==> config.mk <==
export PLATFORM = sky130hd
export DESIGN_NAME = ptg_pwm_top
export DESIGN_NICKNAME = d
export VERILOG_FILES = /design/src/design/ptg_pkg.sv /design/src/design/ptg_pwm_top.sv
export SDC_FILE = /design/constraint.sdc
export NUM_CORES = 1
export LEC_CHECK = 0
export BUFFER_PORTS_ARGS = -buffer_cell sky130_fd_sc_hd__buf_2
export CORE_MARGIN = 3
export CORE_UTILIZATION = 57
export CTS_BUF_LIST = sky130_fd_sc_hd__clkbuf_2 sky130_fd_sc_hd__clkbuf_4 sky130_fd_sc_hd__clkbuf_8
export CTS_CLUSTER_DIAMETER = 150
export CTS_CLUSTER_SIZE = 14
export DETAILED_ROUTE_END_ITERATION = 7
export GPL_TIMING_DRIVEN = 1
export PLACE_DENSITY = 0.83
export SYNTH_ARGS = -nofsm -noshare
export SYNTH_HDL_FRONTEND = slang
export SYNTH_SLANG_ARGS = --single-unit
export TNS_END_PERCENT = 5
==> constraint.sdc <==
create_clock -name aclk -period 3.4 [get_ports aclk]
set_input_delay 0.68 -clock aclk [delete_from_list [all_inputs] [get_ports aclk]]
set_output_delay 0.68 -clock aclk [all_outputs]
set_load 0.02 [all_outputs]
==> src/design/ptg_pkg.sv <==
// shared constants and field layouts of the ten-bit pwm generator
package ptg_pkg;

  // register byte offsets
  localparam logic [7:0] PTG_OFF_TIMER  = 8'h00;
  localparam logic [7:0] PTG_OFF_LIMIT  = 8'h04;
  localparam logic [7:0] PTG_OFF_TCTRL  = 8'h08;
  localparam logic [7:0] PTG_OFF_DLOW   = 8'h0C;
  localparam logic [7:0] PTG_OFF_DBUF   = 8'h10;
  localparam logic [7:0] PTG_OFF_MCTRL  = 8'h14;
  localparam logic [7:0] PTG_OFF_PINDIR = 8'h18;

  // reset values
  localparam logic [7:0] PTG_RST_LIMIT  = 8'hFF;
  localparam logic [7:0] PTG_RST_ZERO   = 8'h00;
  localparam logic       PTG_RST_PINDIR = 1'b1;

  // mode select codes of the module control register
  localparam logic [3:0] PTG_MODE_OFF = 4'h0;
  localparam logic [3:0] PTG_MODE_PWM = 4'hC;

  // prescale select codes
  localparam logic [1:0] PTG_PS_DIV1 = 2'h0;
  localparam logic [1:0] PTG_PS_DIV4 = 2'h1;

  // last count of the divider: four clocks per step times the prescale factor
  localparam logic [5:0] PTG_DIV_LAST_1  = 6'h03;
  localparam logic [5:0] PTG_DIV_LAST_4  = 6'h0F;
  localparam logic [5:0] PTG_DIV_LAST_16 = 6'h3F;

  // axi responses
  localparam logic [1:0] PTG_RESP_OKAY   = 2'h0;
  localparam logic [1:0] PTG_RESP_SLVERR = 2'h2;

  // period timer control: bit 7 reads zero
  typedef struct packed {
    logic [3:0] postscale_select;
    logic       period_timer_on;
    logic [1:0] prescale_select;
  } ptg_tctrl_type;

  // module control: bits 7:6 read zero
  typedef struct packed {
    logic [1:0] duty_lsb_field;
    logic [3:0] mode;
  } ptg_mctrl_type;

endpackage

==> src/design/ptg_pwm_top.sv <==
// ten-bit pwm generator with period timer and axi4-lite register slave
//
// Overview of operation
// RULE1 - timer equal to period limit clears on next increment, new period starts
// RULE2 - output set at period start unless duty value is zero
// RULE3 - duty low register copied into duty buffer at each period boundary; here only while pwm mode is selected
// RULE4 - postscale setting never changes pwm period or frequency
// RULE5 - duty is duty low byte above control bits five and four
// RULE6 - high time equals duty times clock period times prescale factor
// RULE7 - duty writes accepted anytime, effective only after current period ends
// RULE8 - duty buffer readable but ignores writes while pwm mode active
// RULE9 - buffer plus two-bit latch compared to timer with two sub bits clears output
// RULE10 - duty longer than period never clears output, output stays high
// RULE11 - prescaler divides by one, four or sixteen, scaling period and duty
// RULE12 - software writes limit, duty, pin direction, prescale and enable, then mode
// RULE13 - no automatic shutdown of the pwm output exists here
// RULE14 - zero in module control forces output latch low
// RULE15 - mode value 1100 selects active-high pwm mode
// RULE16 - period is limit plus one, times four clocks, times prescale factor
//
// The placing of the registers and the AXI4-Lite register port were chosen for this implementation.
`timescale 1ns/100ps
`default_nettype none
module ptg_pwm_top
  import ptg_pkg::*;
(
  // clock and reset
  input  wire logic        aclk,
  input  wire logic        aresetn,
  // write address channel
  input  wire logic [7:0]  awaddr,
  input  wire logic        awvalid,
  output var  logic        awready,
  // write data channel
  input  wire logic [31:0] wdata,
  input  wire logic [3:0]  wstrb,
  input  wire logic        wvalid,
  output var  logic        wready,
  // write response channel
  output var  logic [1:0]  bresp,
  output var  logic        bvalid,
  input  wire logic        bready,
  // read address channel
  input  wire logic [7:0]  araddr,
  input  wire logic        arvalid,
  output var  logic        arready,
  // read data channel
  output var  logic [31:0] rdata,
  output var  logic [1:0]  rresp,
  output var  logic        rvalid,
  input  wire logic        rready,
  // pwm pin
  output var  logic        pwm_output_pin,
  output var  logic        pwm_output_pin_oe_n
);

  logic          aw_full_q;
  logic          w_full_q;
  logic [7:0]    awaddr_q;
  logic [31:0]   wdata_q;
  logic          wlane_q;
  logic          awready_q;
  logic          wready_q;
  logic          bvalid_q;
  logic [1:0]    bresp_q;
  logic          arready_q;
  logic          rvalid_q;
  logic [31:0]   rdata_q;
  logic [1:0]    rresp_q;
  logic [7:0]    period_timer_q;
  logic [7:0]    period_limit_q;
  ptg_tctrl_type tctrl_q;
  logic [7:0]    duty_low_basic_q;
  logic [7:0]    duty_buffer_basic_q;
  logic [1:0]    duty_latch_q;
  ptg_mctrl_type mctrl_q;
  logic          pin_direction_bit_q;
  logic [5:0]    div_q;
  logic          pwm_q;
  logic          do_write;
  logic          wr_en;
  logic          wr_map_ok;
  logic          rd_map_ok;
  logic [7:0]    rd_byte;
  logic [5:0]    div_last;
  logic [5:0]    div_mask;
  logic [1:0]    sub_bits;
  logic          phase_end;
  logic          tick;
  logic          boundary;
  logic          pwm_mode;
  logic [9:0]    ext_count;
  logic [9:0]    ext_next;
  logic [9:0]    duty_cmp;
  logic          clr_match;

  assign do_write = aw_full_q && w_full_q && !bvalid_q;
  assign wr_en    = do_write && wlane_q && wr_map_ok;

  // address decode
  always_comb begin
    wr_map_ok = 1'b0;
    case (awaddr_q)
      PTG_OFF_TIMER, PTG_OFF_LIMIT, PTG_OFF_TCTRL, PTG_OFF_DLOW,
      PTG_OFF_DBUF, PTG_OFF_MCTRL, PTG_OFF_PINDIR: wr_map_ok = 1'b1;
      default: wr_map_ok = 1'b0;
    endcase
  end

  always_comb begin
    rd_map_ok = 1'b1;
    case (araddr)
      PTG_OFF_TIMER:  rd_byte = period_timer_q;
      PTG_OFF_LIMIT:  rd_byte = period_limit_q;
      PTG_OFF_TCTRL:  rd_byte = {1'b0, tctrl_q};
      PTG_OFF_DLOW:   rd_byte = duty_low_basic_q;
      PTG_OFF_DBUF:   rd_byte = duty_buffer_basic_q;
      PTG_OFF_MCTRL:  rd_byte = {2'b00, mctrl_q};
      PTG_OFF_PINDIR: rd_byte = {7'h00, pin_direction_bit_q};
      default: begin
        rd_byte   = 8'h00;
        rd_map_ok = 1'b0;
      end
    endcase
  end

  // write channels: address and data taken in either order
  always_ff @(posedge aclk) begin
    if (!aresetn) begin
      aw_full_q <= 1'b0;
      w_full_q  <= 1'b0;
      awaddr_q  <= 8'h00;
      wdata_q   <= 32'h0000_0000;
      wlane_q   <= 1'b0;
      awready_q <= 1'b1;
      wready_q  <= 1'b1;
      bvalid_q  <= 1'b0;
      bresp_q   <= PTG_RESP_OKAY;
    end else begin
      if (awvalid && awready_q) begin
        aw_full_q <= 1'b1;
        awaddr_q  <= awaddr;
        awready_q <= 1'b0;
      end
      if (wvalid && wready_q) begin
        w_full_q <= 1'b1;
        wdata_q  <= wdata;
        wlane_q  <= wstrb[0];
        wready_q <= 1'b0;
      end
      if (do_write) begin
        aw_full_q <= 1'b0;
        w_full_q  <= 1'b0;
        bvalid_q  <= 1'b1;
        bresp_q   <= wr_map_ok ? PTG_RESP_OKAY : PTG_RESP_SLVERR;
      end
      // reopen only after the response, so one write at a time
      if (bvalid_q && bready) begin
        bvalid_q  <= 1'b0;
        awready_q <= 1'b1;
        wready_q  <= 1'b1;
      end
    end
  end

  // read channel
  always_ff @(posedge aclk) begin
    if (!aresetn) begin
      arready_q <= 1'b1;
      rvalid_q  <= 1'b0;
      rdata_q   <= 32'h0000_0000;
      rresp_q   <= PTG_RESP_OKAY;
    end else begin
      if (arvalid && arready_q) begin
        arready_q <= 1'b0;
        rvalid_q  <= 1'b1;
        rdata_q   <= {24'h00_0000, rd_byte};
        rresp_q   <= rd_map_ok ? PTG_RESP_OKAY : PTG_RESP_SLVERR;
      end
      if (rvalid_q && rready) begin
        rvalid_q  <= 1'b0;
        arready_q <= 1'b1;
      end
    end
  end

  // configuration registers
  always_ff @(posedge aclk) begin
    if (!aresetn) begin
      period_limit_q      <= PTG_RST_LIMIT;
      tctrl_q             <= PTG_RST_ZERO[6:0];
      duty_low_basic_q    <= PTG_RST_ZERO;
      mctrl_q             <= PTG_RST_ZERO[5:0];
      pin_direction_bit_q <= PTG_RST_PINDIR;
    end else if (wr_en) begin
      case (awaddr_q)
        PTG_OFF_LIMIT:  period_limit_q <= wdata_q[7:0];
        PTG_OFF_TCTRL:  tctrl_q <= wdata_q[6:0];
        // RULE7 duty always writable
        PTG_OFF_DLOW:   duty_low_basic_q <= wdata_q[7:0];
        PTG_OFF_MCTRL:  mctrl_q <= wdata_q[5:0];
        PTG_OFF_PINDIR: pin_direction_bit_q <= wdata_q[0];
        default: ;
      endcase
    end
  end

  // prescaler: step phase and sub bits
  always_comb begin
    case (tctrl_q.prescale_select)
      PTG_PS_DIV1: begin
        div_last = PTG_DIV_LAST_1;
        div_mask = 6'h00;
        sub_bits = div_q[1:0];
      end
      PTG_PS_DIV4: begin
        div_last = PTG_DIV_LAST_4;
        div_mask = 6'h03;
        sub_bits = div_q[3:2];
      end
      default: begin
        div_last = PTG_DIV_LAST_16;
        div_mask = 6'h0F;
        sub_bits = div_q[5:4];
      end
    endcase
  end

  // RULE4 postscale never enters the period path
  assign phase_end = (div_q & div_mask) == div_mask;
  assign tick      = tctrl_q.period_timer_on && (div_q == div_last);
  assign boundary  = tick && (period_timer_q == period_limit_q);
  // RULE15 only 1100 runs the pwm
  assign pwm_mode  = mctrl_q.mode == PTG_MODE_PWM;
  // RULE9 timer extended by two sub bits
  assign ext_count = {period_timer_q, sub_bits};
  assign ext_next  = ext_count + 10'h001;
  assign duty_cmp  = {duty_buffer_basic_q, duty_latch_q};
  // clear lands on the edge where the extended count reaches the duty
  assign clr_match = tctrl_q.period_timer_on && phase_end && (ext_next == duty_cmp);

  // RULE11 divide by one, four or sixteen, times four clocks
  always_ff @(posedge aclk) begin
    if (!aresetn) begin
      div_q <= 6'h00;
    end else if (wr_en && (awaddr_q == PTG_OFF_TIMER || awaddr_q == PTG_OFF_TCTRL)) begin
      div_q <= 6'h00;
    end else if (tctrl_q.period_timer_on) begin
      div_q <= (div_q == div_last) ? 6'h00 : div_q + 6'h01;
    end
  end

  // RULE1 RULE16 timer wraps after limit
  always_ff @(posedge aclk) begin
    if (!aresetn) begin
      period_timer_q <= PTG_RST_ZERO;
    end else if (wr_en && awaddr_q == PTG_OFF_TIMER) begin
      period_timer_q <= wdata_q[7:0];
    end else if (boundary) begin
      period_timer_q <= 8'h00;
    end else if (tick) begin
      period_timer_q <= period_timer_q + 8'h01;
    end
  end

  // RULE3 RULE5 double buffer of the ten-bit duty
  always_ff @(posedge aclk) begin
    if (!aresetn) begin
      duty_buffer_basic_q <= PTG_RST_ZERO;
      duty_latch_q        <= 2'b00;
    end else if (pwm_mode && boundary) begin
      duty_buffer_basic_q <= duty_low_basic_q;
      duty_latch_q        <= mctrl_q.duty_lsb_field;
    // RULE8 buffer write only outside pwm
    end else if (!pwm_mode && wr_en && awaddr_q == PTG_OFF_DBUF) begin
      duty_buffer_basic_q <= wdata_q[7:0];
    end
  end

  // RULE13 no shutdown input: only mode and duty steer the output
  always_ff @(posedge aclk) begin
    if (!aresetn) begin
      pwm_q <= 1'b0;
    // RULE14 leaving pwm mode drives latch low
    end else if (!pwm_mode) begin
      pwm_q <= 1'b0;
    // RULE2 set at period start, zero duty stays low
    end else if (boundary) begin
      pwm_q <= {duty_low_basic_q, mctrl_q.duty_lsb_field} != 10'h000;
    // RULE6 RULE9 RULE10 clear at duty match only
    end else if (clr_match) begin
      pwm_q <= 1'b0;
    end
  end

  assign awready             = awready_q;
  assign wready              = wready_q;
  assign bvalid              = bvalid_q;
  assign bresp               = bresp_q;
  assign arready             = arready_q;
  assign rvalid              = rvalid_q;
  assign rdata               = rdata_q;
  assign rresp               = rresp_q;
  assign pwm_output_pin      = pwm_q;
  assign pwm_output_pin_oe_n = pin_direction_bit_q;
endmodule
`default_nettype wire

[Word level (Yosys, flattened, before mapping)]
Cells that the tools add are included.
Widths: inputs -> output; s select.
Word-level totals
  memory bits (read-only): 0
  memories kept: 0
  bits in latches: 0
  RAM bits: 0
  output and inout bits: 43
  register bits: 91
Cells by class
  add/subtract/negate cells: 3
  shift operators: 0
  multipliers: 0
  divide/modulo/power cells: 0
  multiplexer cells: 16
  reductions and logical operators: 40
  equality and inequality tests: 18
  $lt $le $gt $ge: 0
  bitwise gates (word level): 2
Operators by type and width (count)
  $pmux 8 s7: 1
  $eq 8x5->1 const B: 6
  $mux 8: 5
  $eq 8x4->1 const B: 4
  $logic_and 1x1->1: 18
  $eq 8x3->1 const B: 2
  $logic_not 8->1: 2
  $reduce_or 7->1: 2
  $eq 6x6->1: 2
  $pmux 6 s2: 1
  $reduce_and 2->1: 6
  $add 10x1->10 const B: 1
  $eq 10x10->1: 1
  $reduce_bool 10->1: 1
  $add 8x1->8 const B: 1
  $eq 8x8->1: 1
  $pmux 4 s2: 1
  $reduce_or 2->1: 4
  $add 6x1->6 const B: 1
  $and 6x6->6: 1
  $mux 6: 1
  $eq 4x4->1 const B: 1
  $mux 1: 4
  $mux 2: 2
  8 further kinds: 10

[Depth between registers and ports, before layout]
  word-level depth: 8
  mapped depth: 9
  mapped depth without buffers: 8

[Worst setup path after synthesis]
Ideal clock, no wire load.
  path kind: flip-flop to flip-flop
  from: register tctrl_q[0] in the netlist's numbering
  to: register pwm_q, in the netlist pwm_output_pin
  arrival: 2.259 ns
  required time: 3.280 ns
  stages on the path, launching flop included: 10
  slack: 1.022 ns
  cell sequence: dfxtp_1 > buf_6 > mux2_2 > mux2_2 > ha_1 > xnor2_1 > o211ai_1 > a2111oi_0 > nand4_1 > o31a_1
On the way
  word-level cells in the longest chain between the ends: 7
  elaborated cells on any way between the ends: 16
  classes of those cells: add/sub (1); eq/ne (4); mux (4); bitwise (1); reduce/logical (6)
Ends and longest elaborated chain
  from (decl): RTL line ptg_pwm_top.sv:72  | ptg_tctrl_type tctrl_q;
  from (signal assigned): RTL line ptg_pwm_top.sv:191  | tctrl_q <= PTG_RST_ZERO[6:0];
  from (signal assigned): RTL line ptg_pwm_top.sv:198  | PTG_OFF_TCTRL: tctrl_q <= wdata_q[6:0];
  parallel branches: the longest is 7 deep, another holds $add 10x1->10
  to (signal assigned): RTL line ptg_pwm_top.sv:283  | pwm_q <= 1'b0;
  to (signal assigned): RTL line ptg_pwm_top.sv:286  | pwm_q <= 1'b0;
  to (signal assigned): RTL line ptg_pwm_top.sv:289  | pwm_q <= {duty_low_basic_q, mctrl_q.duty_lsb_field} != 10'h000;
  to (decl): RTL line ptg_pwm_top.sv:79  | logic pwm_q;
Parallel ways; which one is timed is not known.
A chain may end at the register's enable or synchronous reset.

[Final worst setup path]
Ends and elaborated chain as after synthesis.

==> summary.md <==
| Metric | Value |
|---|---|
| Largest family of logic cells by synthesized area | simple AND/OR/NAND/NOR gates |
| Post-CTS Setup Inserts | 0 |
| CP endpoint kind | flip-flop |
| Clk sinks | 89 |
| CTS Buf Count | 9 |
| Worst path arrival time | 3.10 ns |
| Highest net fanout along the worst path | 7 |
| Total grt overflow | 0 |
| Max stage delay cell, worst path | dfxtp_1 |
| Critical-path cell list | mux2_2 -> mux2_2 -> ha_1 -> xnor2_1 -> o211ai_1 -> a2111oi_0 -> nand4_1 -> o31a_1 |
| First-pass GRT wire length | 19960 um |
| Final Max Slew Viols | 0 |
| Ports | around 100 |
| Period utilisation layout | 0.8306 |
| Top cell by count, worst path | mux2_2 |
| Kind of critical path | flip-flop to flip-flop |
| Final setup vio count | 0 |
| Final worst clock skew | approximately 0.014 ns |
| Synth Area in XOR/XNOR | 0.05139 |
| Area post-placement | between 4000 and 5000 um^2 |
| Final-stage net count | approximately 670 |
| Routability cong. | about 0.96 |
| Filler cells | roughly 680 |
| VDD IR max | ~0.26 mV |
| Area Growth Syn to Fin | 7.551% |
| Clk pin slew, worst setup/hold paths | around 0.1 ns |
| Drt drc | 0 |
| Vias in the first global route | around 4k |
| Worst hold path type | flip-flop to flip-flop |
| Vias | between 4k and 5k |
| Adder-Cell Fraction of Synth Area | 0.007866 |
| Hold buffers post-CTS | 0 |
| TNS Setup | 0 ns |
| #FFs+latches synth | 89 |
| Drt first-iter violations | 360 |
| WL/cell | between 15 and 20 um |
| Async S/R FF share, synth | 0 |
| Compound-Gate Fraction of Synth Area | 0.1542 |
| Yosys warns | 0 |
| DR vias/cell | approximately 6.1 |
| CTS resizes | 0 |
| Buffers on Ports | 48 |
| Worst slew pin tran | approximately 1.0 ns |
| Maximum root-to-sink buffer count | 2 |
| Row count | 32 |
| Max_cap viols | 0 |
| Fin area | about 5000 um^2 |
| Synth Area per Inst | slightly above 8 um^2 |
| DRT Pass-1 Iters | 5 |
| Starting Density | 0.6020 |
| Die X | ~98 um |
| Fmax | about 350 MHz |
| Critical Path RT | about 3.7 ns |
| Core Region | just under 8000 um^2 |
| EDFF count, synth | 0 |
| Clock Latency Late Sink | 0.38 ns |
| Ant diodes | 0 |
| Worst R2R Setup Slack | roughly 0.58 ns |
| Yosys cell types | 60 |
| Max-Slew Margin vs Limit | 0.3059 |
| Largest net degree at the start of global routing | 64 |
| DIE HEIGHT | a little under 100 um |
| Pwr/cell area | roughly 380 nW/um^2 |
| Total GRT Usage | 0.2600 |
| Final WL | 12600 um |
| Die area | about 9500 um^2 |
| Final core utilization | 0.6474 |
| Place WS | between 0.7 and 0.8 ns |
| Status | finished, final reports clean |
| Main synth FF type | dfxtp_1 |
| Unrepaired setup endpoints after global routing | false |
| Post-detail-place hpwl | between 8000 and 9000 um |
| Fin. Hold Viols | 0 |
| CTS tree | done |
| Post-Syn Instances | around 570 |
| Ratio of cells with drive above 1 in the final layout | 0.1497 |
| Multiplexer share of the synthesized area | 0.09386 |
| Post-Place Cells | roughly 700 |
| Setup WS post-layout | around 0.58 ns |
| Antenna-violating nets left | 0 |
| Cell Area, Synth | 4772 um^2 |
| Antenna violations before repair | 0 |
| Critical path's largest stage delay | around 0.50 ns |
| Clock Root Buffer | clkbuf_8 |
| Crit path max-delay family | compound AO/OA/AOI/OAI gates |
| Htree depth | 3 |
| Clock period minus worst slack | roughly 2.8 ns |
| Pleak | between 0.0015 and 0.002 uW |
| Register area share after synthesis | 0.3734 |
| CP Launch Type | flip-flop |
| CP Buf/Inv Count | 0 |
| Final Non-Filler Cells | between 700 and 800 |
| Simple-Gate Fraction of Synth Area | 0.2373 |
==> kinds of logic after synthesis <==
group,after synthesis
other,1
AND/OR/NAND/NOR,224
multiplexers,41
buffers and inverters,72
AO/OA/AOI/OAI,116
XOR/XNOR,28
adder cells (fa/ha/maj),3
flip-flops,89
==> state kept, by name (all words and copies together) (netlist names), 2 cells and up <==
| register | cells |
|---|---|
| duty_buffer_basic_q | 8 |
| div_q | 6 |
| duty_low_basic_q | 8 |
| awaddr_q | 8 |
| period_limit_q | 8 |
| period_timer_q | 8 |
| wdata_q | 8 |
| rdata | 8 |
| tctrl_q | 7 |
| mctrl_q | 6 |
| duty_latch_q | 2 |
==> Yosys cell counts, drive strengths merged, types with 9 or more instances <==
cell type   n  share of area
dfxtp      89           0.37
xnor2      10          0.018
nor3       17          0.018
nor2       40          0.032
inv        10         0.0079
a21oi      36          0.038
clkbuf     27          0.021
mux2i      32          0.067
xor2       18          0.033
o21ai      38          0.040
a311oi      9          0.017
nand2      68          0.055
buf        35          0.052
a31oi       9          0.012
nand3      45          0.047
==> metrics by stage <==
| step | hold slack (ns) | total power, uW |
|---|---|---|
| 2_1_floorplan | 0.4360 | 1245 |
| 4_1_cts | 0.4611 | 1962 |
| 3_5_place_dp | 0.4467 | 1278 |
| 3_3_place_gp | 0.4411 | 1273 |
| 6_report | 0.4612 | 1960 |
| 5_1_grt | 0.4830 | 2033 |
==> final timing paths <==
kind	startpoint	to	cells after the start
max	tctrl_q[0]	pwm_output_pin	8
min	rdata[0]	rdata[0]	2
max reg2reg	tctrl_q[0]	pwm_output_pin	8
min reg2reg	rdata[0]	rdata[0]	2
==> worst register-to-register path, cell delays in order (launching register included) <==
cell and delay, ns:
dfxtp_1 0.50, mux2_2 0.40, mux2_2 0.31, ha_1 0.32
xnor2_1 0.15, o211ai_1 0.13, a2111oi_0 0.47, nand4_1 0.16
o31a_1 0.29
==> routing by layer <==
metal | vias up | GRT usage | wire, um
li1 | 2060 | - | -
met1 | 2052 | 0.3571 | 5349
met3 | 34 | 0.04882 | 1124
met5 | - | 0 | 0
met2 | 204 | 0.4128 | 5795
met4 | 0 | 0.08307 | 332
==> layout by cell type, fill, tap and decap left out, types with 3 or more instances in the layout <==
cell type   n
dfxtp_1    89
nand2_1    67
buf_2      48
nand3_1    45
nor2_1     39
o21ai_0    37
a21oi_1    36
mux2i_1    32
conb_1     26
xor2_1     18
nor3_1     17
xnor2_1    10
inv_1       9
a31oi_1     9
a311oi_1    9
clkbuf_8    9
mux2_2      7
buf_4       7
and3_1      6
nand4_1     6
nand2b_1    5
nor4_1      5
and2_1      4
or3_1       4
nand4b_1    4
nand3b_1    4
nor2b_1     3
o31ai_1     3
a222oi_1    3
ha_1        3
==> report_power, final <==
part / leakage, uW / internal, uW / switching, uW
Sequential: 0.000722 / 1060 / 32.1
Clock: 0.0000901 / 280 / 423
Combinational: 0.00117 / 50.9 / 113
Total: 0.00198 / 1390 / 568
==> final cells by class <==
type                            instances  area (um^2)  area share
Multi-Input combinational cell        438         2709      0.5278
Sequential cell                        89         1782      0.3471
Timing Repair Buffer                   55        292.8     0.05705
Tap cell                              102        127.6     0.02487
Clock buffer                            9        123.9     0.02413
Clock inverter                          7        60.06     0.01170
Inverter                               10        37.54    0.007314
Note: power is estimated with default switching activity, not from simulation.
